File: config.mk
export PLATFORM = sky130hd
export DESIGN_NAME = tpn_bank
export DESIGN_NICKNAME = d
export VERILOG_FILES = /design/src/rtl/tpn_pkg.sv /design/src/rtl/tpn_bank.sv
export SDC_FILE = /design/constraint.sdc
export NUM_CORES = 1
export LEC_CHECK = 0
export BUFFER_PORTS_ARGS = -buffer_cell sky130_fd_sc_hd__buf_2
export CAP_MARGIN = 15
export CORE_UTILIZATION = 58
export CTS_CLUSTER_SIZE = 10
export DETAILED_ROUTE_END_ITERATION = 10
export MAX_ROUTING_LAYER = met4
export PLACE_DENSITY = 0.86
export SYNTH_ARGS = -nofsm -noshare
export SYNTH_HDL_FRONTEND = slang
export SYNTH_SLANG_ARGS = --single-unit
File: constraint.sdc
create_clock -name SYS_CLK -period 7.2 [get_ports SYS_CLK]
set_input_delay 1.44 -clock SYS_CLK [delete_from_list [all_inputs] [get_ports SYS_CLK]]
set_output_delay 1.44 -clock SYS_CLK [all_outputs]
set_load 0.02 [all_outputs]
File: src/rtl/tpn_pkg.sv
// Constants for the timing pattern next-data register bank
`default_nettype none
package tpn_pkg;
	// ------------------------------------------------------------
	// Register indices (byte address is four times the index)
	// ------------------------------------------------------------
	localparam int          TPN_IDX_W          = 20;
	localparam int          TPN_ADDR_LSB       = 2;
	localparam logic [19:0] TPN_IDX_DIR_A      = 20'hEE009;
	localparam logic [19:0] TPN_IDX_DIR_B      = 20'hEE00A;
	localparam logic [19:0] TPN_IDX_MODE       = 20'hFFFA0;
	localparam logic [19:0] TPN_IDX_TRIG       = 20'hFFFA1;
	localparam logic [19:0] TPN_IDX_EN_HI      = 20'hFFFA2;
	localparam logic [19:0] TPN_IDX_EN_LO      = 20'hFFFA3;
	localparam logic [19:0] TPN_IDX_NXT_HI_PRI = 20'hFFFA4;
	localparam logic [19:0] TPN_IDX_NXT_LO_PRI = 20'hFFFA5;
	localparam logic [19:0] TPN_IDX_NXT_HI_ALT = 20'hFFFA6;
	localparam logic [19:0] TPN_IDX_NXT_LO_ALT = 20'hFFFA7;
	localparam logic [19:0] TPN_IDX_DAT_A      = 20'hFFFD9;
	localparam logic [19:0] TPN_IDX_DAT_B      = 20'hFFFDA;
	// ------------------------------------------------------------
	// Reset values and field layout
	// ------------------------------------------------------------
	localparam logic [7:0]  TPN_RST_MODE       = 8'hF0;
	localparam logic [7:0]  TPN_RST_TRIG       = 8'hFF;
	localparam logic [7:0]  TPN_RST_ZERO       = 8'h00;
	localparam logic [7:0]  TPN_ALL_ONES       = 8'hFF;
	localparam logic [3:0]  TPN_NIB_ONES       = 4'hF;
	localparam logic [1:0]  TPN_TRIG_NONE      = 2'h3;
	localparam int          TPN_SEL_W          = 2;
	localparam int          TPN_NIB_W          = 4;
	localparam int          TPN_GROUPS         = 4;
	localparam int          TPN_PAIRS          = 2;
endpackage
`default_nettype wire
File: src/rtl/tpn_bank.sv
// Timing pattern register bank with compare-match transfer path
`default_nettype none
module tpn_bank
	import tpn_pkg::*;
#(
	parameter int ADDR_W = 22,
	parameter int CMP_W  = 3
) (
	input  wire logic              SYS_CLK,
	input  wire logic              RST_N,
	input  wire logic              HW_STANDBY,
	input  wire logic [CMP_W-1:0]  CMP_MATCH,
	input  wire logic [ADDR_W-1:0] AVS_ADDRESS,
	input  wire logic              AVS_READ,
	input  wire logic              AVS_WRITE,
	input  wire logic [3:0]        AVS_BYTEENABLE,
	input  wire logic [31:0]       AVS_WRITEDATA,
	output logic [31:0]            AVS_READDATA,
	output logic                   AVS_WAITREQUEST,
	output logic [15:0]            PATTERN_OUT,
	output logic [15:0]            PATTERN_OE
);
	// ------------------------------------------------------------
	// Storage; index 0 is the low pair (A), 1 the high pair (B)
	// ------------------------------------------------------------
	logic [7:0]           dir      [TPN_PAIRS];
	logic [7:0]           port_dat [TPN_PAIRS];
	logic [7:0]           xfer_en  [TPN_PAIRS];
	logic [7:0]           next_pat [TPN_PAIRS];
	logic [7:0]           fire_mask[TPN_PAIRS];
	logic [7:0]           sw_mask  [TPN_PAIRS];
	logic [7:0]           next_port[TPN_PAIRS];
	logic [7:0]           mode;
	logic [7:0]           trig;
	logic [TPN_GROUPS-1:0] fire;
	logic [TPN_PAIRS-1:0] shared;
	logic                 stby_s1;
	logic                 stby_s2;
	logic [TPN_IDX_W-1:0] idx;
	logic                 wr_go;
	logic                 rd_cap;
	logic [7:0]           rd_val;
	logic [7:0]           wdat;

	localparam logic [19:0] PRI_IDX[TPN_PAIRS] =
		'{TPN_IDX_NXT_LO_PRI, TPN_IDX_NXT_HI_PRI};
	localparam logic [19:0] ALT_IDX[TPN_PAIRS] =
		'{TPN_IDX_NXT_LO_ALT, TPN_IDX_NXT_HI_ALT};
	localparam logic [19:0] DAT_IDX[TPN_PAIRS] =
		'{TPN_IDX_DAT_A, TPN_IDX_DAT_B};
	localparam logic [19:0] EN_IDX[TPN_PAIRS] =
		'{TPN_IDX_EN_LO, TPN_IDX_EN_HI};
	localparam logic [19:0] DIR_IDX[TPN_PAIRS] =
		'{TPN_IDX_DIR_A, TPN_IDX_DIR_B};

	// ------------------------------------------------------------
	// Views of a next-data pair at its two addresses
	// ------------------------------------------------------------
	function automatic logic [7:0] pri_view(input logic [7:0] nd,
		input logic sh);
		pri_view = sh ? nd : {nd[7:4], TPN_NIB_ONES};
	endfunction

	function automatic logic [7:0] alt_view(input logic [7:0] nd,
		input logic sh);
		alt_view = sh ? TPN_ALL_ONES : {TPN_NIB_ONES, nd[3:0]};
	endfunction

	// ------------------------------------------------------------
	// Standby pin synchroniser and bus decode
	// ------------------------------------------------------------
	// Standby comes from a pin, so two flops before use
	always_ff @(posedge SYS_CLK) begin
		if (!RST_N) begin
			stby_s1 <= 1'b0;
			stby_s2 <= 1'b0;
		end else begin
			stby_s1 <= HW_STANDBY;
			stby_s2 <= stby_s1;
		end
	end

	// The two lowest address bits are ignored on purpose
	assign idx = AVS_ADDRESS[TPN_IDX_W+TPN_ADDR_LSB-1:TPN_ADDR_LSB];
	assign wdat = AVS_WRITEDATA[7:0];
	// Writes land on the edge where waitrequest is seen low
	assign wr_go = AVS_WRITE && !AVS_WAITREQUEST && AVS_BYTEENABLE[0];
	assign rd_cap = AVS_READ && AVS_WAITREQUEST;

	// One wait cycle per access, then release
	always_ff @(posedge SYS_CLK) begin
		if (!RST_N) begin
			AVS_WAITREQUEST <= 1'b1;
		end else if (!AVS_WAITREQUEST) begin
			AVS_WAITREQUEST <= 1'b1;
		end else if (AVS_READ || AVS_WRITE) begin
			AVS_WAITREQUEST <= 1'b0;
		end
	end

	// ------------------------------------------------------------
	// Trigger selection, one two-bit field per group
	// ------------------------------------------------------------
	// Code 3 selects no trigger, so the reset value leaves all idle
	for (genvar g = 0; g < TPN_GROUPS; g++) begin : g_fire
		logic [TPN_SEL_W-1:0] sel;
		assign sel = trig[TPN_SEL_W*g +: TPN_SEL_W];
		assign fire[g] = (sel != TPN_TRIG_NONE) &&
			CMP_MATCH[sel];
	end

	// ------------------------------------------------------------
	// Per-pair registers and transfer path
	// ------------------------------------------------------------
	for (genvar p = 0; p < TPN_PAIRS; p++) begin : g_pair
		// Groups of a pair share one view when their triggers agree
		assign shared[p] = trig[TPN_SEL_W*(2*p) +: TPN_SEL_W] ==
			trig[TPN_SEL_W*(2*p+1) +: TPN_SEL_W];
		// Only enabled bits of a firing group move
		assign fire_mask[p] = {{TPN_NIB_W{fire[2*p+1]}},
			{TPN_NIB_W{fire[2*p]}}} & xfer_en[p];
		// Software reaches only bits not used for pattern output
		assign sw_mask[p] = (wr_go && idx == DAT_IDX[p]) ?
			~xfer_en[p] : TPN_RST_ZERO;
		assign next_port[p] = (port_dat[p] & ~fire_mask[p] & ~sw_mask[p])
			| (next_pat[p] & fire_mask[p])
			| (wdat & sw_mask[p]);

		// Port data; holds the live output levels
		always_ff @(posedge SYS_CLK) begin
			if (!RST_N) begin
				port_dat[p] <= TPN_RST_ZERO;
			end else begin
				port_dat[p] <= next_port[p];
			end
		end

		// Direction bits steer the pin drivers
		always_ff @(posedge SYS_CLK) begin
			if (!RST_N) begin
				dir[p] <= TPN_RST_ZERO;
			end else if (wr_go && idx == DIR_IDX[p]) begin
				dir[p] <= wdat;
			end
		end

		// Enables survive software standby, not hardware standby
		always_ff @(posedge SYS_CLK) begin
			if (!RST_N || stby_s2) begin
				xfer_en[p] <= TPN_RST_ZERO;
			end else if (wr_go && idx == EN_IDX[p]) begin
				xfer_en[p] <= wdat;
			end
		end

		// Next data; the address map follows the trigger sharing
		always_ff @(posedge SYS_CLK) begin
			if (!RST_N || stby_s2) begin
				next_pat[p] <= TPN_RST_ZERO;
			end else if (wr_go && idx == PRI_IDX[p]) begin
				if (shared[p]) begin
					next_pat[p] <= wdat;
				end else begin
					next_pat[p][7:4] <= wdat[7:4];
				end
			end else if (wr_go && idx == ALT_IDX[p] && !shared[p]) begin
				next_pat[p][3:0] <= wdat[3:0];
			end
		end
	end

	// ------------------------------------------------------------
	// Mode and trigger select registers
	// ------------------------------------------------------------
	// Non-overlap bits are stored only; no waveform logic uses them
	always_ff @(posedge SYS_CLK) begin
		if (!RST_N) begin
			mode <= TPN_RST_MODE;
		end else if (wr_go && idx == TPN_IDX_MODE) begin
			mode <= wdat;
		end
	end

	// Trigger fields pick a compare-match channel per group
	always_ff @(posedge SYS_CLK) begin
		if (!RST_N) begin
			trig <= TPN_RST_TRIG;
		end else if (wr_go && idx == TPN_IDX_TRIG) begin
			trig <= wdat;
		end
	end

	// ------------------------------------------------------------
	// Read path
	// ------------------------------------------------------------
	// Direction registers are write-only and read as zero
	always_comb begin
		rd_val = TPN_RST_ZERO;
		if (idx == TPN_IDX_MODE) begin
			rd_val = mode;
		end else if (idx == TPN_IDX_TRIG) begin
			rd_val = trig;
		end else if (idx == TPN_IDX_EN_HI) begin
			rd_val = xfer_en[1];
		end else if (idx == TPN_IDX_EN_LO) begin
			rd_val = xfer_en[0];
		end else if (idx == TPN_IDX_NXT_HI_PRI) begin
			rd_val = pri_view(next_pat[1], shared[1]);
		end else if (idx == TPN_IDX_NXT_LO_PRI) begin
			rd_val = pri_view(next_pat[0], shared[0]);
		end else if (idx == TPN_IDX_NXT_HI_ALT) begin
			rd_val = alt_view(next_pat[1], shared[1]);
		end else if (idx == TPN_IDX_NXT_LO_ALT) begin
			rd_val = alt_view(next_pat[0], shared[0]);
		end else if (idx == TPN_IDX_DAT_A) begin
			rd_val = port_dat[0];
		end else if (idx == TPN_IDX_DAT_B) begin
			rd_val = port_dat[1];
		end
	end

	// Read data captured at the edge that drops waitrequest, stable while released
	always_ff @(posedge SYS_CLK) begin
		if (!RST_N) begin
			AVS_READDATA <= 32'h0000_0000;
		end else if (rd_cap) begin
			AVS_READDATA <= {24'h00_0000, rd_val};
		end
	end

	// ------------------------------------------------------------
	// Pins: data and enables straight from the registers
	// ------------------------------------------------------------
	assign PATTERN_OUT = {port_dat[1], port_dat[0]};
	assign PATTERN_OE  = {dir[1], dir[0]};

	// A group with no trigger holds its pins unless software writes
	for (genvar g = 0; g < TPN_GROUPS; g++) begin : g_chk_idle

	end
endmodule
`default_nettype wire

== Yosys cells after proc, flatten, opt, wreduce, memory -nomap -nowiden ==
Memory sizes are Yosys's and may differ from the RTL's.
Cells that the tools add are included.

* Bits in writable memories: 64
* Register bits after elaboration: 27
* Logic and storage cells: 169
* Memories: 4

* Magnitude comparators: 4
* Multiplexer cells: 77
* Equality and inequality tests: 18
* Bitwise gates (word level): 32
* Reductions and logical operators: 28

{| class="wikitable"
|+ Memories
! memory !! words !! bits a word !! read ports !! clocked after memory_dff !! wr ports !! line !! source
|-
| dir || 2 || 8 || 2 || 0 || 2 || tpn_bank.sv:26 || <nowiki>logic [7:0] dir [TPN_PAIRS];</nowiki>
|-
| next_pat || 2 || 8 || 2 || 0 || 2 || tpn_bank.sv:29 || <nowiki>logic [7:0] next_pat [TPN_PAIRS];</nowiki>
|-
| port_dat || 2 || 8 || 2 || 0 || 2 || tpn_bank.sv:27 || <nowiki>logic [7:0] port_dat [TPN_PAIRS];</nowiki>
|-
| xfer_en || 2 || 8 || 2 || 0 || 2 || tpn_bank.sv:28 || <nowiki>logic [7:0] xfer_en [TPN_PAIRS];</nowiki>
|}

{| class="wikitable"
|+ Operator list
! cell !! count
|-
| $eq A20 B20 Y1 const B || 12
|-
| $mux W8 || 20
|-
| $and A8 B8 Y8 || 10
|-
| $not A8 Y8 || 6
|-
| $mux W1 || 45
|-
| $mux W4 || 8
|-
| $or A8 B8 Y8 || 4
|-
| $logic_and A1 B1 Y1 || 21
|-
| $lt A2 B3 Y1 const B || 4
|-
| $or A1 B1 Y1 || 12
|-
| $bmux W1 S2 || 4
|-
| $ne A2 B2 Y1 const B || 4
|-
| $eq A2 B2 Y1 || 2
|-
| $logic_not A1 Y1 || 4
|-
| $logic_or A1 B1 Y1 || 2
|-
| $reduce_and A2 Y1 || 1
|}

== Logic depth before layout (Yosys ltp) ==
Gate-level depths: netlist (run 1).

* Depth after elaboration: 11
* Depth in mapped cells: 8

== Worst setup path after synthesis (run 1) ==
Ideal clock, no wire load.

* Path type: input to register
* Start point: input AVS_ADDRESS[6]
* End point: memory next_pat[0][0] (enable)
* Stages on the path: 6
* Setup slack: 3.389 ns
* Library setup time: 0.362 ns
* Arrival time: 3.449 ns
* Cells stage by stage: or4b_4 nor4_4 buf_6 or3b_4 mux2_4 o21ai_0

{| class="wikitable"
|+ RTL lines
! element !! line !! source
|-
| start: declaration || tpn_bank.sv:13 || <nowiki>input wire logic [ADDR_W-1:0] AVS_ADDRESS,</nowiki>
|-
| end: declaration || tpn_bank.sv:29 ||
|}

==> results_dict.tcl, run 1 <==
set metrics [dict create \
    core-area_sq_um 8380 \
    min_path_type "reg -> reg" \
    p_leak_uw 0.00233 \
    antennaDiodeCount 0 \
    layout_common_cells "78 x buf_2, 58 x nand2_1, 48 x edfxtp_1" \
    cts_root_buffer "clkbuf_8" \
    fin_util_pct 67.1 \
    overflow 0 \
    cts_tree "done" \
    vias_per_cell 6.43 \
    vias 4626 \
    crit_path_end_kind "register" \
    synth-edff-count 48 \
    cts_resized 0 \
    ant_nets 0 \
    crit_path_max_fanout 23 \
    rsz0062_at_grt "no" \
    die_x_um 95.8 \
    status "complete, no violations" \
    start_util_pct 60.9 \
    dp_slack_ns 2.91 \
    crit_type "in -> reg" \
    layout-drive-gt1-share_pct 19.1 \
    critPathRequiredTime_ns 7.21 \
    ys_warn_count 0 \
    firstDrtPassIters 5 \
    combPwrFrac_pct 10.2 \
    antenna_found_initial 0 \
    ys.flop_type "edfxtp_1" \
    track_usage_pct 34.5 \
    routabilityCongestion 0.957 \
    synthCells 546 \
    cts_made_buffers 9 \
    clk_path_buf_depth 2 \
    arrival_ns 3.96 \
    min_period_ns 3.95 \
    insertion_delay_ns 0.37 \
    syn-cell-area_sq_um 5100 \
    clock-sinks 91 \
    die_h_um 95.8 \
    synth.avg_cell_area_sq_um 9.34 \
    routed_wirelength_um 14500 \
    pwr-share-clk_pct 33.6 \
    start_kind "primary input" \
    async_flop_share_pct 0 \
    drv_cap 0 \
    yosysSeqAreaShare_pct 45.1 \
    power.total_uw 1020 \
    period_share_pct 54.9 \
    p_int_uw 752 \
    final_common_cell "buf_2" \
    hold_buffers 0 \
    grt_start_max_net_pins 37 \
    io_buffers 77 \
    yosys.area.top_type "edfxtp_1" \
    p_per_area_nw_per_um2 182 \
    placed_area_sq_um 5430 \
    htree_num_levels 3 \
    io_pins 131 \
    slew_headroom_pct 35.8 \
    p_sw_uw 271 \
    post-cts-setup-buffer-count 0 \
    irDropWorstVdd_v 0.000132 \
    num_rows 33 \
    fmax_mhz 253 \
    design_area_sq_um 5620 \
    worst_slew_pin_slew_ns 0.955 \
    grt_pass1_wl_um 22100 \
    drc_errors 0 \
    slew_violations 0 \
    grt_pass1_vias 4260 \
    finalWorstSetupSlack_ns 3.25 \
    place_hpwl_um 10400 \
    p_seq_share_pct 56.2 \
    swShare_pct 26.5 \
    fin_skew_ns 0.0125 \
    synth_cell_types 68 \
    drt-initial-drc-count 481 \
    area_delta_synth_final_pct 10.3 \
    setup_viol 0 \
    wl_per_cell_um 20.1 \
    ys_top_cells_by_area "edfxtp_1 28%, dfxtp_1 17%, and2_1 5.6%, nand2_1 4.3%, buf_4 3.5%" \
    finalNetCount 675 \
    ys_ff_latch 91 \
    hold_violations 0 \
    netlist.area_leader.share_pct 28.3 \
    clkTransAtPathRegs_ns 0.09 \
    fp.dieArea_sq_um 9170 \
    fin_tns_setup_ns 0 \
]
layout make-up:
| class | instances | area (sq um) |
|---|---|---|
| clock buffers | 12 | 135 |
| clock inverters | 4 | 51.3 |
| fillers | 698 | 2760 |
| inverters | 11 | 41.3 |
| multi-input cells | 415 | 2550 |
| flip-flops and latches | 91 | 2300 |
| well taps | 105 | 131 |
| repair buffers | 81 | 413 |
cell families (layout without fill, tap and decap cells):
family	count (synthesis)	after routing	synth area share, %
AND/OR/NAND/NOR	258	258	27.8
multiplexers	25	25	5.22
AO/OA/AOI/OAI	103	103	14.3
other	1	24	0.0735
flip-flops	91	91	45.1
XOR/XNOR	5	5	0.859
buffers and inverters	63	108	6.57
layer usage:
layer	track usage [%]	vias to the layer above	share of wire, %
met2	52.6	321	46
met4	21.9	0	5.3
li1	-	2087	-
met1	42.5	2166	40
met5	-	-	0
met3	6.40	52	9.4
state kept, by name, indices dropped and copies added (netlist names), 8 cells and up:
signal and count:
mode 8, xfer_en 16, next_pat 16, port_dat 16
dir 16, trig 8, AVS_READDATA 8
power groups by stage:
stage,Combinational (uW),Sequential [uW],Clock [uW]
6_report,105,575,344
5_1_grt,113,577,367
4_1_cts,103,575,345
3_5_place_dp,103,586,0
3_3_place_gp,100,586,0
2_1_floorplan,65.0,592,0
synth_stat cells (all sizes together) (16+ instances only):
master   n
nand3   29
nor3    19
o21ai   17
dfxtp   43
clkbuf  20
edfxtp  48
buf     32
and2    46
nand2   58
a21oi   18
and3    16
nor2    32
metrics by stage:
stage | std cells | hold WS (ns)
3_3_place_gp | 702 | 0.417
2_1_floorplan | 569 | 0.412
3_5_place_dp | 702 | 0.422
6_report | 719 | 0.438
4_1_cts | 718 | 0.442
5_1_grt | 719 | 0.454
path summary, 6_finish.rpt:
| check | slack (ns) | endpoint | from | cells past startpoint |
|---|---|---|---|---|
| max | 3.25 | next_pat[0][1] | AVS_ADDRESS[2] | 6 |
| min | 0.44 | stby_s2 | stby_s1 | 1 |
| max reg2reg | 4.46 | dir[1][3] | AVS_WAITREQUEST | 6 |
| min reg2reg | 0.44 | stby_s2 | stby_s1 | 1 |
critical path, cell delays in order:
cell and delay (ns):
buf_2 0.38, nor2b_1 0.64, nand2_1 0.25, or3b_4 0.47
mux2_4 0.31, o21ai_0 0.46
Power figures use the tool's default switching activity.
==> run 2: changes to the inputs <==
- CORE_UTILIZATION: 58 -> 48
- PLACE_DENSITY: 0.86 -> 0.76
- clock period: 7.2 -> 3.3 ns (I/O delays scaled with it)
==> run 2 against run 1 <==
- total power grew 120%
- non-clock buffer count grew 22
- largest power group unchanged
- core utilization shrank 11 points
- combinational power grew 130%
- sequential power grew 120%
- clock power grew 130%
- critical path depth grew 2
- clock-buffer cell count shrank 3
- via count grew 0.89%
- sequential cell count is the same
- hold slack gained 0.0020 ns
==> results_dict.tcl, run 2 (same netlist as run 1, synthesis figures left out) <==
set metrics [dict create \
    min_period_ns 2.67 \
    place_hpwl_um 11100 \
    critPathRequiredTime_ns 3.56 \
    grt_pass1_vias 4397 \
    firstDrtPassIters 7 \
    htree_num_levels 3 \
    antenna_found_initial 0 \
    placed_area_sq_um 5640 \
    layout_common_cells "77 x buf_2, 58 x nand2_1, 48 x edfxtp_1" \
    cts_tree "done" \
    insertion_delay_ns 0.38 \
    power.total_uw 2270 \
    period_share_pct 81.0 \
    finalNetCount 697 \
    critical_path.cell_chain "buf_2 > or4b_4 > nor4_4 > buf_4 > nand4b_1 > or2_0 > a2111oi_0 > o22ai_1" \
    drt-initial-drc-count 410 \
    swShare_pct 27.3 \
    start_kind "primary input" \
    vias 4667 \
    drv_cap 0 \
    die_h_um 105 \
    wl_per_cell_um 19.5 \
    fin_tns_setup_ns 0 \
    cts_made_buffers 9 \
    crit_path_end_kind "register" \
    vias_per_cell 6.05 \
    clkTransAtPathRegs_ns 0.10 \
    hp-start "stby_s1" \
    setup_viol 0 \
    pwr-share-clk_pct 34.2 \
    drc_errors 0 \
    min_path_type "reg -> reg" \
    p_per_area_nw_per_um2 388 \
    fin_skew_ns 0.0151 \
    grt_pass1_wl_um 23700 \
    arrival_ns 2.93 \
    io_pins 131 \
    n_fill_cell 934 \
    dp_slack_ns 0.253 \
    overflow 0 \
    status "complete, no violations" \
    crit_slowest_cell "or4b_4" \
    grt_start_max_net_pins 26 \
    layout-drive-gt1-share_pct 22.2 \
    p_sw_uw 620 \
    hold_buffers 0 \
    start_util_pct 49.4 \
    irDropWorstVdd_v 0.000228 \
    slew_violations 0 \
    crit_path_max_fanout 7 \
    combPwrFrac_pct 10.5 \
    rsz0062_at_grt "no" \
    die_x_um 105 \
    hold_violations 0 \
    post-cts-setup-buffer-count 0 \
    io_buffers 77 \
    antennaDiodeCount 0 \
    ant_nets 0 \
    area_delta_synth_final_pct 14.5 \
    cts_root_buffer "clkbuf_8" \
    p_leak_uw 0.00245 \
    p_int_uw 1650 \
    clock-sinks 91 \
    clk_path_buf_depth 2 \
    fp.dieArea_sq_um 11000 \
    finalWorstSetupSlack_ns 0.628 \
    num_rows 37 \
    core-area_sq_um 10300 \
    p_seq_share_pct 55.3 \
    routabilityCongestion 0.980 \
    design_area_sq_um 5840 \
    crit_type "in -> reg" \
    track_usage_pct 29.3 \
    worst_slew_pin_slew_ns 0.689 \
    crit_start "AVS_ADDRESS[6]" \
    cp_slowest_stage_delay_ns 0.56 \
    cts_resized 0 \
    routed_wirelength_um 15100 \
    slew_headroom_pct 53.8 \
    r2r_start "AVS_WAITREQUEST" \
    fmax_mhz 374 \
    final_common_cell "buf_2" \
]
run 2: cell count changes in the layout (fill, tap and decap cells not counted), sizes merged:
cell / before / now
clkbuf: 12 / 9
clkinv: 2 / 3
buf: 81 / 103
inv: 11 / 12
clkinvlp: 1 / 2
run 2: power groups by stage:
stage          clock [uW]  sequential [uW]  combinational [uW]
5_1_grt               827             1260                 257
3_5_place_dp            0             1280                 235
6_report              776             1260                 239
3_3_place_gp            0             1280                 231
4_1_cts               783             1250                 236
2_1_floorplan           0             1290                 142
run 2: worst max-delay path: cells and delay by family:
kind	cells	cell delay (ns)
buf+inv	2	0.33
compound gates	2	0.60
simple gates	4	1.33
run 2: final cells by class:
type                            instances  area (sq um)  area share [%]
Clock inverter                          7          75.1            1.28
Tap cell                              136           170            2.91
Inverter                               11          41.3           0.707
Multi-Input combinational cell        415          2550            43.6
Timing Repair Buffer                  103           581            9.94
Sequential cell                        91          2300            39.4
Clock buffer                            9           124            2.12
run 2: metrics by stage:
step           hold slack [ns]  instances  util, %
6_report                 0.440        772     56.6
5_1_grt                  0.463        772     56.6
4_1_cts                  0.443        772     56.6
3_5_place_dp             0.421        756     54.7
3_3_place_gp             0.423        756     54.7
2_1_floorplan            0.412        569        -
run 2: path summary, 6_finish.rpt:
path	endpoint	slack (ns)	depth (start not counted)
max reg2reg	port_dat[1][1]	1.25	7
min reg2reg	stby_s2	0.44	1
max	AVS_READDATA[2]	0.63	8
min	stby_s2	0.44	1
run 2: metal layers:
metal / GRT usage, % / vias to the layer above / share of wire, %
met5: - / - / 0
met4: 16.0 / 0 / 4.4
met3: 3.99 / 44 / 7.9
met2: 44.8 / 262 / 45
met1: 37.6 / 2226 / 42
li1: - / 2135 / -
